`src/shared/cmd_decode_pkg.sv`:
```
// constants, field layout and scheme codes of the start/stop/direction decoder
// Behaviour
// - Scheme zero: no start from this location
// - Scheme one: start on trigger, stop when low
// - Trigger kind picks rising edge or high level
// - Scheme two: source two chooses start direction
// - Scheme three: forward/reverse starts, both high or both low stop
// - Scheme four: rise starts, source two low stops
// - Scheme four always uses edge, ignores kind
// - Scheme four: source two low disables panel keys
// - Reset selects start with direction input scheme
package cmd_decode_pkg;

   typedef enum logic [2:0] {
      not_selected               = 3'b000,
      single_source_start        = 3'b001,
      start_with_direction_input = 3'b010,
      start_reverse_split        = 3'b011,
      pulse_start_held_stop      = 3'b100
   } scheme_e;

   localparam logic [31:0] ADDR_CTRL   = 32'h0000_0000;
   localparam logic [31:0] ADDR_STATUS = 32'h0000_0004;
   localparam int unsigned ADDR_LSB    = 2;

   // control word layout
   localparam int unsigned SEL_LSB  = 0;
   localparam int unsigned SEL_W    = 3;
   localparam int unsigned KIND_BIT = 4;
   localparam logic [2:0]  SEL_DEFAULT  = 3'h2;
   localparam logic        KIND_DEFAULT = 1'b0;
   localparam logic        KIND_EDGE    = 1'b0;
   localparam logic        KIND_LEVEL   = 1'b1;

   // status word layout
   localparam int unsigned ST_RUN   = 0;
   localparam int unsigned ST_REV   = 1;
   localparam int unsigned ST_PANEL = 2;
   localparam int unsigned ST_SRC1  = 3;
   localparam int unsigned ST_SRC2  = 4;

   localparam logic [1:0] RESP_OKAY   = 2'h0;
   localparam logic [1:0] RESP_SLVERR = 2'h2;

endpackage

```
`src/hw/start_stop_direction_decoder.sv`:
```
// start/stop/direction decoder for external_location_one with AXI4-Lite control
//
// Implementation choices: register access over AXI4-Lite and the register addresses.
module start_stop_direction_decoder
   import cmd_decode_pkg::*;
(
   input  wire logic        aclk,
   input  wire logic        aresetn,
   input  wire logic [31:0] s_axi_awaddr,
   input  wire logic        s_axi_awvalid,
   output logic             s_axi_awready,
   input  wire logic [31:0] s_axi_wdata,
   input  wire logic [3:0]  s_axi_wstrb,
   input  wire logic        s_axi_wvalid,
   output logic             s_axi_wready,
   output logic [1:0]       s_axi_bresp,
   output logic             s_axi_bvalid,
   input  wire logic        s_axi_bready,
   input  wire logic [31:0] s_axi_araddr,
   input  wire logic        s_axi_arvalid,
   output logic             s_axi_arready,
   output logic [31:0]      s_axi_rdata,
   output logic [1:0]       s_axi_rresp,
   output logic             s_axi_rvalid,
   input  wire logic        s_axi_rready,
   input  wire logic        first_command_source,
   input  wire logic        second_command_source,
   output logic             run_command,
   output logic             reverse_command,
   output logic             panel_keys_enable
);

   function automatic logic addr_is(input logic [31:0] a, input logic [31:0] reg_addr);
      addr_is = (a[31:ADDR_LSB] == reg_addr[31:ADDR_LSB]);
   endfunction

   ////////////////////////////////////////////////////////////////////////////
   // register bus

   logic [31:0] awaddr_r;
   logic        aw_held_r;
   logic        w_held_r;
   logic [31:0] wdata_r;
   logic [3:0]  wstrb_r;
   logic        bvalid_r;
   logic [1:0]  bresp_r;
   logic        rvalid_r;
   logic [31:0] rdata_r;
   logic [1:0]  rresp_r;
   logic [2:0]  sel_r;
   logic        kind_r;
   logic        run_r;
   logic        rev_r;
   logic        panel_r;
   logic        src1_prev_r;
   logic        src2_prev_r;
   logic        do_write;

   assign s_axi_awready = !aw_held_r && !bvalid_r;
   assign s_axi_wready  = !w_held_r && !bvalid_r;
   assign s_axi_bvalid  = bvalid_r;
   assign s_axi_bresp   = bresp_r;
   assign s_axi_arready = !rvalid_r;
   assign s_axi_rvalid  = rvalid_r;
   assign s_axi_rdata   = rdata_r;
   assign s_axi_rresp   = rresp_r;
   assign do_write      = aw_held_r && w_held_r && !bvalid_r;

   // address and data may arrive in either order; held until both are in
   always_ff @(posedge aclk) begin
      if (!aresetn) begin
         aw_held_r <= 1'b0;
         w_held_r  <= 1'b0;
         awaddr_r  <= 32'h0000_0000;
         wdata_r   <= 32'h0000_0000;
         wstrb_r   <= 4'h0;
      end else if (do_write) begin
         aw_held_r <= 1'b0;
         w_held_r  <= 1'b0;
      end else begin
         if (s_axi_awvalid && s_axi_awready) begin
            aw_held_r <= 1'b1;
            awaddr_r  <= s_axi_awaddr;
         end
         if (s_axi_wvalid && s_axi_wready) begin
            w_held_r <= 1'b1;
            wdata_r  <= s_axi_wdata;
            wstrb_r  <= s_axi_wstrb;
         end
      end
   end

   always_ff @(posedge aclk) begin
      if (!aresetn) begin
         bvalid_r <= 1'b0;
         bresp_r  <= RESP_OKAY;
      end else if (do_write) begin
         bvalid_r <= 1'b1;
         bresp_r  <= (addr_is(awaddr_r, ADDR_CTRL) || addr_is(awaddr_r, ADDR_STATUS)) ?
                     RESP_OKAY : RESP_SLVERR;
      end else if (s_axi_bready) begin
         bvalid_r <= 1'b0;
      end
   end

   // control word lives in byte lane 0; status is read-only, writes ignored
   always_ff @(posedge aclk) begin
      if (!aresetn) begin
         sel_r  <= SEL_DEFAULT;
         kind_r <= KIND_DEFAULT;
      end else if (do_write && addr_is(awaddr_r, ADDR_CTRL) && wstrb_r[0]) begin
         sel_r  <= wdata_r[SEL_LSB +: SEL_W];
         kind_r <= wdata_r[KIND_BIT];
      end
   end

   always_ff @(posedge aclk) begin
      if (!aresetn) begin
         rvalid_r <= 1'b0;
         rdata_r  <= 32'h0000_0000;
         rresp_r  <= RESP_OKAY;
      end else if (s_axi_arvalid && s_axi_arready) begin
         rvalid_r <= 1'b1;
         rresp_r  <= RESP_OKAY;
         rdata_r  <= 32'h0000_0000;
         if (addr_is(s_axi_araddr, ADDR_CTRL)) begin
            rdata_r[SEL_LSB +: SEL_W] <= sel_r;
            rdata_r[KIND_BIT]         <= kind_r;
         end else if (addr_is(s_axi_araddr, ADDR_STATUS)) begin
            rdata_r[ST_RUN]   <= run_r;
            rdata_r[ST_REV]   <= rev_r;
            rdata_r[ST_PANEL] <= panel_r;
            rdata_r[ST_SRC1]  <= first_command_source;
            rdata_r[ST_SRC2]  <= second_command_source;
         end else begin
            rresp_r <= RESP_SLVERR;
         end
      end else if (s_axi_rready) begin
         rvalid_r <= 1'b0;
      end
   end

   ////////////////////////////////////////////////////////////////////////////
   // command decode

   logic rise1;
   logic rise2;
   logic cond1;
   logic cond2;
   logic run_nxt;
   logic rev_nxt;

   // previous samples; history cleared so a source high at reset release counts as a rise
   always_ff @(posedge aclk) begin
      if (!aresetn) begin
         src1_prev_r <= 1'b0;
         src2_prev_r <= 1'b0;
      end else begin
         src1_prev_r <= first_command_source;
         src2_prev_r <= second_command_source;
      end
   end

   assign rise1 = first_command_source && !src1_prev_r;
   assign rise2 = second_command_source && !src2_prev_r;
   assign cond1 = (kind_r == KIND_LEVEL) ? first_command_source : rise1;
   assign cond2 = (kind_r == KIND_LEVEL) ? second_command_source : rise2;

   // stop terms are tested first in every scheme
   always_comb begin
      run_nxt = run_r;
      rev_nxt = rev_r;
      case (sel_r)
         single_source_start: begin
            if (!first_command_source) begin
               run_nxt = 1'b0;
            end else if (cond1) begin
               run_nxt = 1'b1;
               rev_nxt = 1'b0;
            end
         end
         start_with_direction_input: begin
            if (!first_command_source) begin
               run_nxt = 1'b0;
            end else if (cond1) begin
               run_nxt = 1'b1;
               rev_nxt = second_command_source;
            end
         end
         start_reverse_split: begin
            if (first_command_source == second_command_source) begin
               run_nxt = 1'b0;
            end else if (cond1) begin
               run_nxt = 1'b1;
               rev_nxt = 1'b0;
            end else if (cond2) begin
               run_nxt = 1'b1;
               rev_nxt = 1'b1;
            end
         end
         pulse_start_held_stop: begin
            if (!second_command_source) begin
               run_nxt = 1'b0;
            end else if (rise1) begin
               run_nxt = 1'b1;
               rev_nxt = 1'b0;
            end
         end
         default: begin
            run_nxt = 1'b0;
            rev_nxt = 1'b0;
         end
      endcase
   end

   always_ff @(posedge aclk) begin
      if (!aresetn) begin
         run_r <= 1'b0;
         rev_r <= 1'b0;
      end else begin
         run_r <= run_nxt;
         rev_r <= rev_nxt;
      end
   end

   always_ff @(posedge aclk) begin
      if (!aresetn) begin
         panel_r <= 1'b1;
      end else begin
         panel_r <= !(sel_r == pulse_start_held_stop && !second_command_source);
      end
   end

   assign run_command       = run_r;
   assign reverse_command   = rev_r;
   assign panel_keys_enable = panel_r;
endmodule

```
`config.mk`:
```
export PLATFORM = sky130hd
export DESIGN_NAME = start_stop_direction_decoder
export DESIGN_NICKNAME = d
export VERILOG_FILES = /design/src/shared/cmd_decode_pkg.sv /design/src/hw/start_stop_direction_decoder.sv
export SDC_FILE = /design/constraint.sdc
export NUM_CORES = 1
export LEC_CHECK = 0
export BUFFER_PORTS_ARGS = -buffer_cell sky130_fd_sc_hd__buf_2
export CAP_MARGIN = 30
export CORE_ASPECT_RATIO = 1.1
export CORE_MARGIN = 3
export CORE_UTILIZATION = 45
export CTS_BUF_LIST = sky130_fd_sc_hd__clkbuf_4
export DETAILED_ROUTE_END_ITERATION = 7
export PLACE_DENSITY_LB_ADDON = 0.1
export SYNTH_ARGS = -nofsm -noshare
export SYNTH_HDL_FRONTEND = slang
export SYNTH_SLANG_ARGS = --single-unit
export TNS_END_PERCENT = 50
```
`constraint.sdc`:
```
create_clock -name aclk -period 2.3 [get_ports aclk]
set_input_delay 0.46 -clock aclk [delete_from_list [all_inputs] [get_ports aclk]]
set_output_delay 0.46 -clock aclk [all_outputs]
set_load 0.005 [all_outputs]
```
==> impl_metrics.json <==
{
  "critical_path_arrival_ps": 1910,
  "setup_ws_ps": 667,
  "area_growth_pct": 17.1,
  "startpoint": "awaddr_r[24]$_SDFFE_PN0P_",
  "synth_area_per_cell_sq_um": 8.36,
  "routed_wl_um": 5780,
  "seq_area_frac_synth": 0.415,
  "clock_path_buffers": 2,
  "crit_path_end_kind": "flop",
  "finalHoldViolCount": 0,
  "grt_setup_unrepaired": "no",
  "fin_nets": 502,
  "path_common_cell": "and4_1",
  "fin_area_sq_um": 3100,
  "drive_gt1_frac": 0.264,
  "cts_resized": 0,
  "vias": 2263,
  "path_buf_inv": 0,
  "cts.sink_count": 55,
  "num_antenna_cells": 0,
  "p_per_area_nw_per_um2": 592,
  "ant_nets": 0,
  "synth_cell_types": 40,
  "critPathMaxStageDelay_ps": 350,
  "outcome": "completed",
  "dieHeight_um": 86.5,
  "hp-start": "s_axi_awaddr[27]",
  "worstSetupPathType": "reg2reg",
  "overflow": 0,
  "start_util": 0.479,
  "clkLatencyLatePin_ps": 360,
  "slowest_stage": "dfxtp_1",
  "hpwlAfterDp_um": 4460,
  "r2r_start": "awaddr_r[24]$_SDFFE_PN0P_",
  "std_cell_rows": 28,
  "start_kind": "flop",
  "async_flop_share": 0,
  "dpl_cell_area_sq_um": 3030,
  "drtIter0Drc": 124,
  "path_clk_slew_ps": 150,
  "root_buffer": "clkbuf_4",
  "coreArea_sq_um": 5540,
  "ff2ff_path_depth": 5,
  "ys_seq_elements": 55,
  "grt_pass1_wl_um": 9100,
  "peakVddDrop_mv": 0.339,
  "via_per_inst": 4.83,
  "synthesis.area_sq_um": 2650,
  "antenna_found_initial": 0,
  "period_share": 0.710,
  "postCtsHoldBufs": 0,
  "routedWlPerCell_um": 12.3,
  "max_freq_mhz": 612,
  "skew_ps": 15.9,
  "gp_routability_congestion": 0.731,
  "worstPathRequired_ps": 2580,
  "synth-main-ff-cell": "dfxtp_1",
  "drc": 0,
  "yosysTopAreaCell": "dfxtp_1",
  "use_met3": 0.0395,
  "cts_buffers": 5,
  "cp_cell_sequence": "nor4_1 > and4_1 > and4_1 > mux2i_1 > nand2_1",
  "die_x_um": 79.2,
  "setup_tns_ps": 0,
  "post-cts-setup-buffer-count": 0,
  "synth_area_leaders": "dfxtp_1 (42%), nand2_1 (11%), a21boi_1 (8.5%), buf_4 (8.2%), mux2i_1 (4.5%)",
  "cts_max_level": 2,
  "grt_util_met1": 0.200,
  "synth-edff-count": 0,
  "met2_usage": 0.289,
  "slew_violations": 0,
  "post-route-util": 0.561,
  "holdPathStages": 3,
  "grt_max_degree": 32,
  "layout_min_cycle_time_ps": 1630,
  "cts_tree": "yes",
  "r2r_setup_slack_ps": 670,
  "netlist_instances": 317,
  "top_level_ports": 153,
  "cp_max_fo": 7,
  "timing.rr.end": "sel_r[1]$_SDFFE_PN1P_",
  "drv_cap": 0,
  "critPathTopFamily": "simple AND/OR/NAND/NOR gates",
  "post-place-ws_ps": 378,
  "yosysTopAreaCellShare": 0.415,
  "holdPathEnd": "awaddr_r[27]$_SDFFE_PN0P_",
  "firstDrtPassIters": 4,
  "busiest_layer": "met2",
  "grt_pass1_vias": 2086,
  "min_path_type": "in2reg",
  "yosys_warnings": 0,
  "port_buffers": 88,
  "track_usage": 0.165,
  "setup_viol": 0,
  "crit_cells": 5,
  "die_area_sq_um": 6850,
  "p_leak_uw": 0.00142
}
[power breakdown]
part           total (uW)  switching (uW)  internal, uW
logic                 297             159           138
registers            1040            30.2          1010
clock network         501             277           224
total                1840             466          1370
[placed cells by master (no fill, tap or decap), drive strengths merged]
| cell type | count |
|---|---|
| buf | 91 |
| nand2 | 79 |
| dfxtp | 55 |
| a21boi | 30 |
| conb | 29 |
| mux2i | 12 |
| nor4 | 12 |
| nor2 | 9 |
| and2 | 9 |
| nor2b | 8 |
| o21ai | 7 |
| nand3 | 5 |
| o31ai | 5 |
| clkbuf | 5 |
| nand2b | 4 |
| and4 | 4 |
| nand3b | 3 |
| o211a | 3 |
| nor3 | 3 |
| xor2 | 2 |
| nor3b | 2 |
| a21oi | 2 |
| clkinv | 2 |
| inv | 1 |
| o2111ai | 1 |
| o211ai | 1 |
| a22oi | 1 |
| or4 | 1 |
| nand4 | 1 |
| o21a | 1 |
| xnor2 | 1 |
| a31oi | 1 |
| nand4b | 1 |
| and3b | 1 |
| o22ai | 1 |
| bufinv | 1 |
[worst max path at each step]
stage | slack, ps | endpoint
after global routing | 460 | awaddr_r[8]$_SDFFE_PN0P_
after global placement | 430 | s_axi_rdata[3]$_SDFFE_PN0P_
after floorplan | 640 | s_axi_rdata[2]$_SDFFE_PN0P_
after detailed placement | 380 | s_axi_rdata[1]$_SDFFE_PN0P_
after CTS | 660 | sel_r[1]$_SDFFE_PN1P_
final | 670 | sel_r[1]$_SDFFE_PN1P_
[flip-flops by register name (all words and copies together), names as in the netlist, 3 cells and up]
| register | cells |
|---|---|
| awaddr_r | 30 |
| s_axi_rdata | 5 |
| sel_r | 3 |
| wdata_r | 4 |
[synth_stat cells (3+ instances only)]
cell type and number:
nand2b_1 4, mux2i_1 12, and2_1 9, nand3_1 5
nor2b_1 8, nor2_1 9, o31ai_1 5, o21ai_1 5
nor4_1 10, nand2_1 79, clkbuf_1 19, o211a_1 3
a21boi_1 30, buf_4 29, and4_1 4, dfxtp_1 55
nand3b_1 3
[logic make-up after synthesis]
group / synth area share
AOI/OAI and AO/OA: 0.144
xor gates and xnor gates: 0.00991
DFF: 0.415
and+or+nand+nor: 0.270
buffers and inverters: 0.114
muxes: 0.0453
other: 0.00141
[layer usage]
layer	up-vias	wire length, um
li1	1160	-
met1	1007	2500
met2	89	2780
met3	7	428
met4	0	70
met5	-	0
[tightest hold or removal path, stage by stage]
cell      delay [ps]
buf_2             90
nand2_1           40
a21boi_1          50
[area by class of cell]
type                    count  area [sq um]
inverters                   1          3.75
fillers                   569          2430
multi-input cells         239          1350
clock buffers               5          37.5
well taps                  75          93.8
clock inverters             3          38.8
flip-flops and latches     55          1100
repair buffers             91           475
[metrics by stage]
| step | std cells | power, uW | hold slack (ps) |
|---|---|---|---|
| after floorplan | 345 | 1270 | 435 |
| after global placement | 461 | 1360 | 442 |
| after detailed placement | 461 | 1360 | 446 |
| after CTS | 469 | 1870 | 292 |
| after global routing | 469 | 1950 | 291 |
| final | 469 | 1840 | 315 |
No activity file was read; power rests on OpenSTA's default activity.
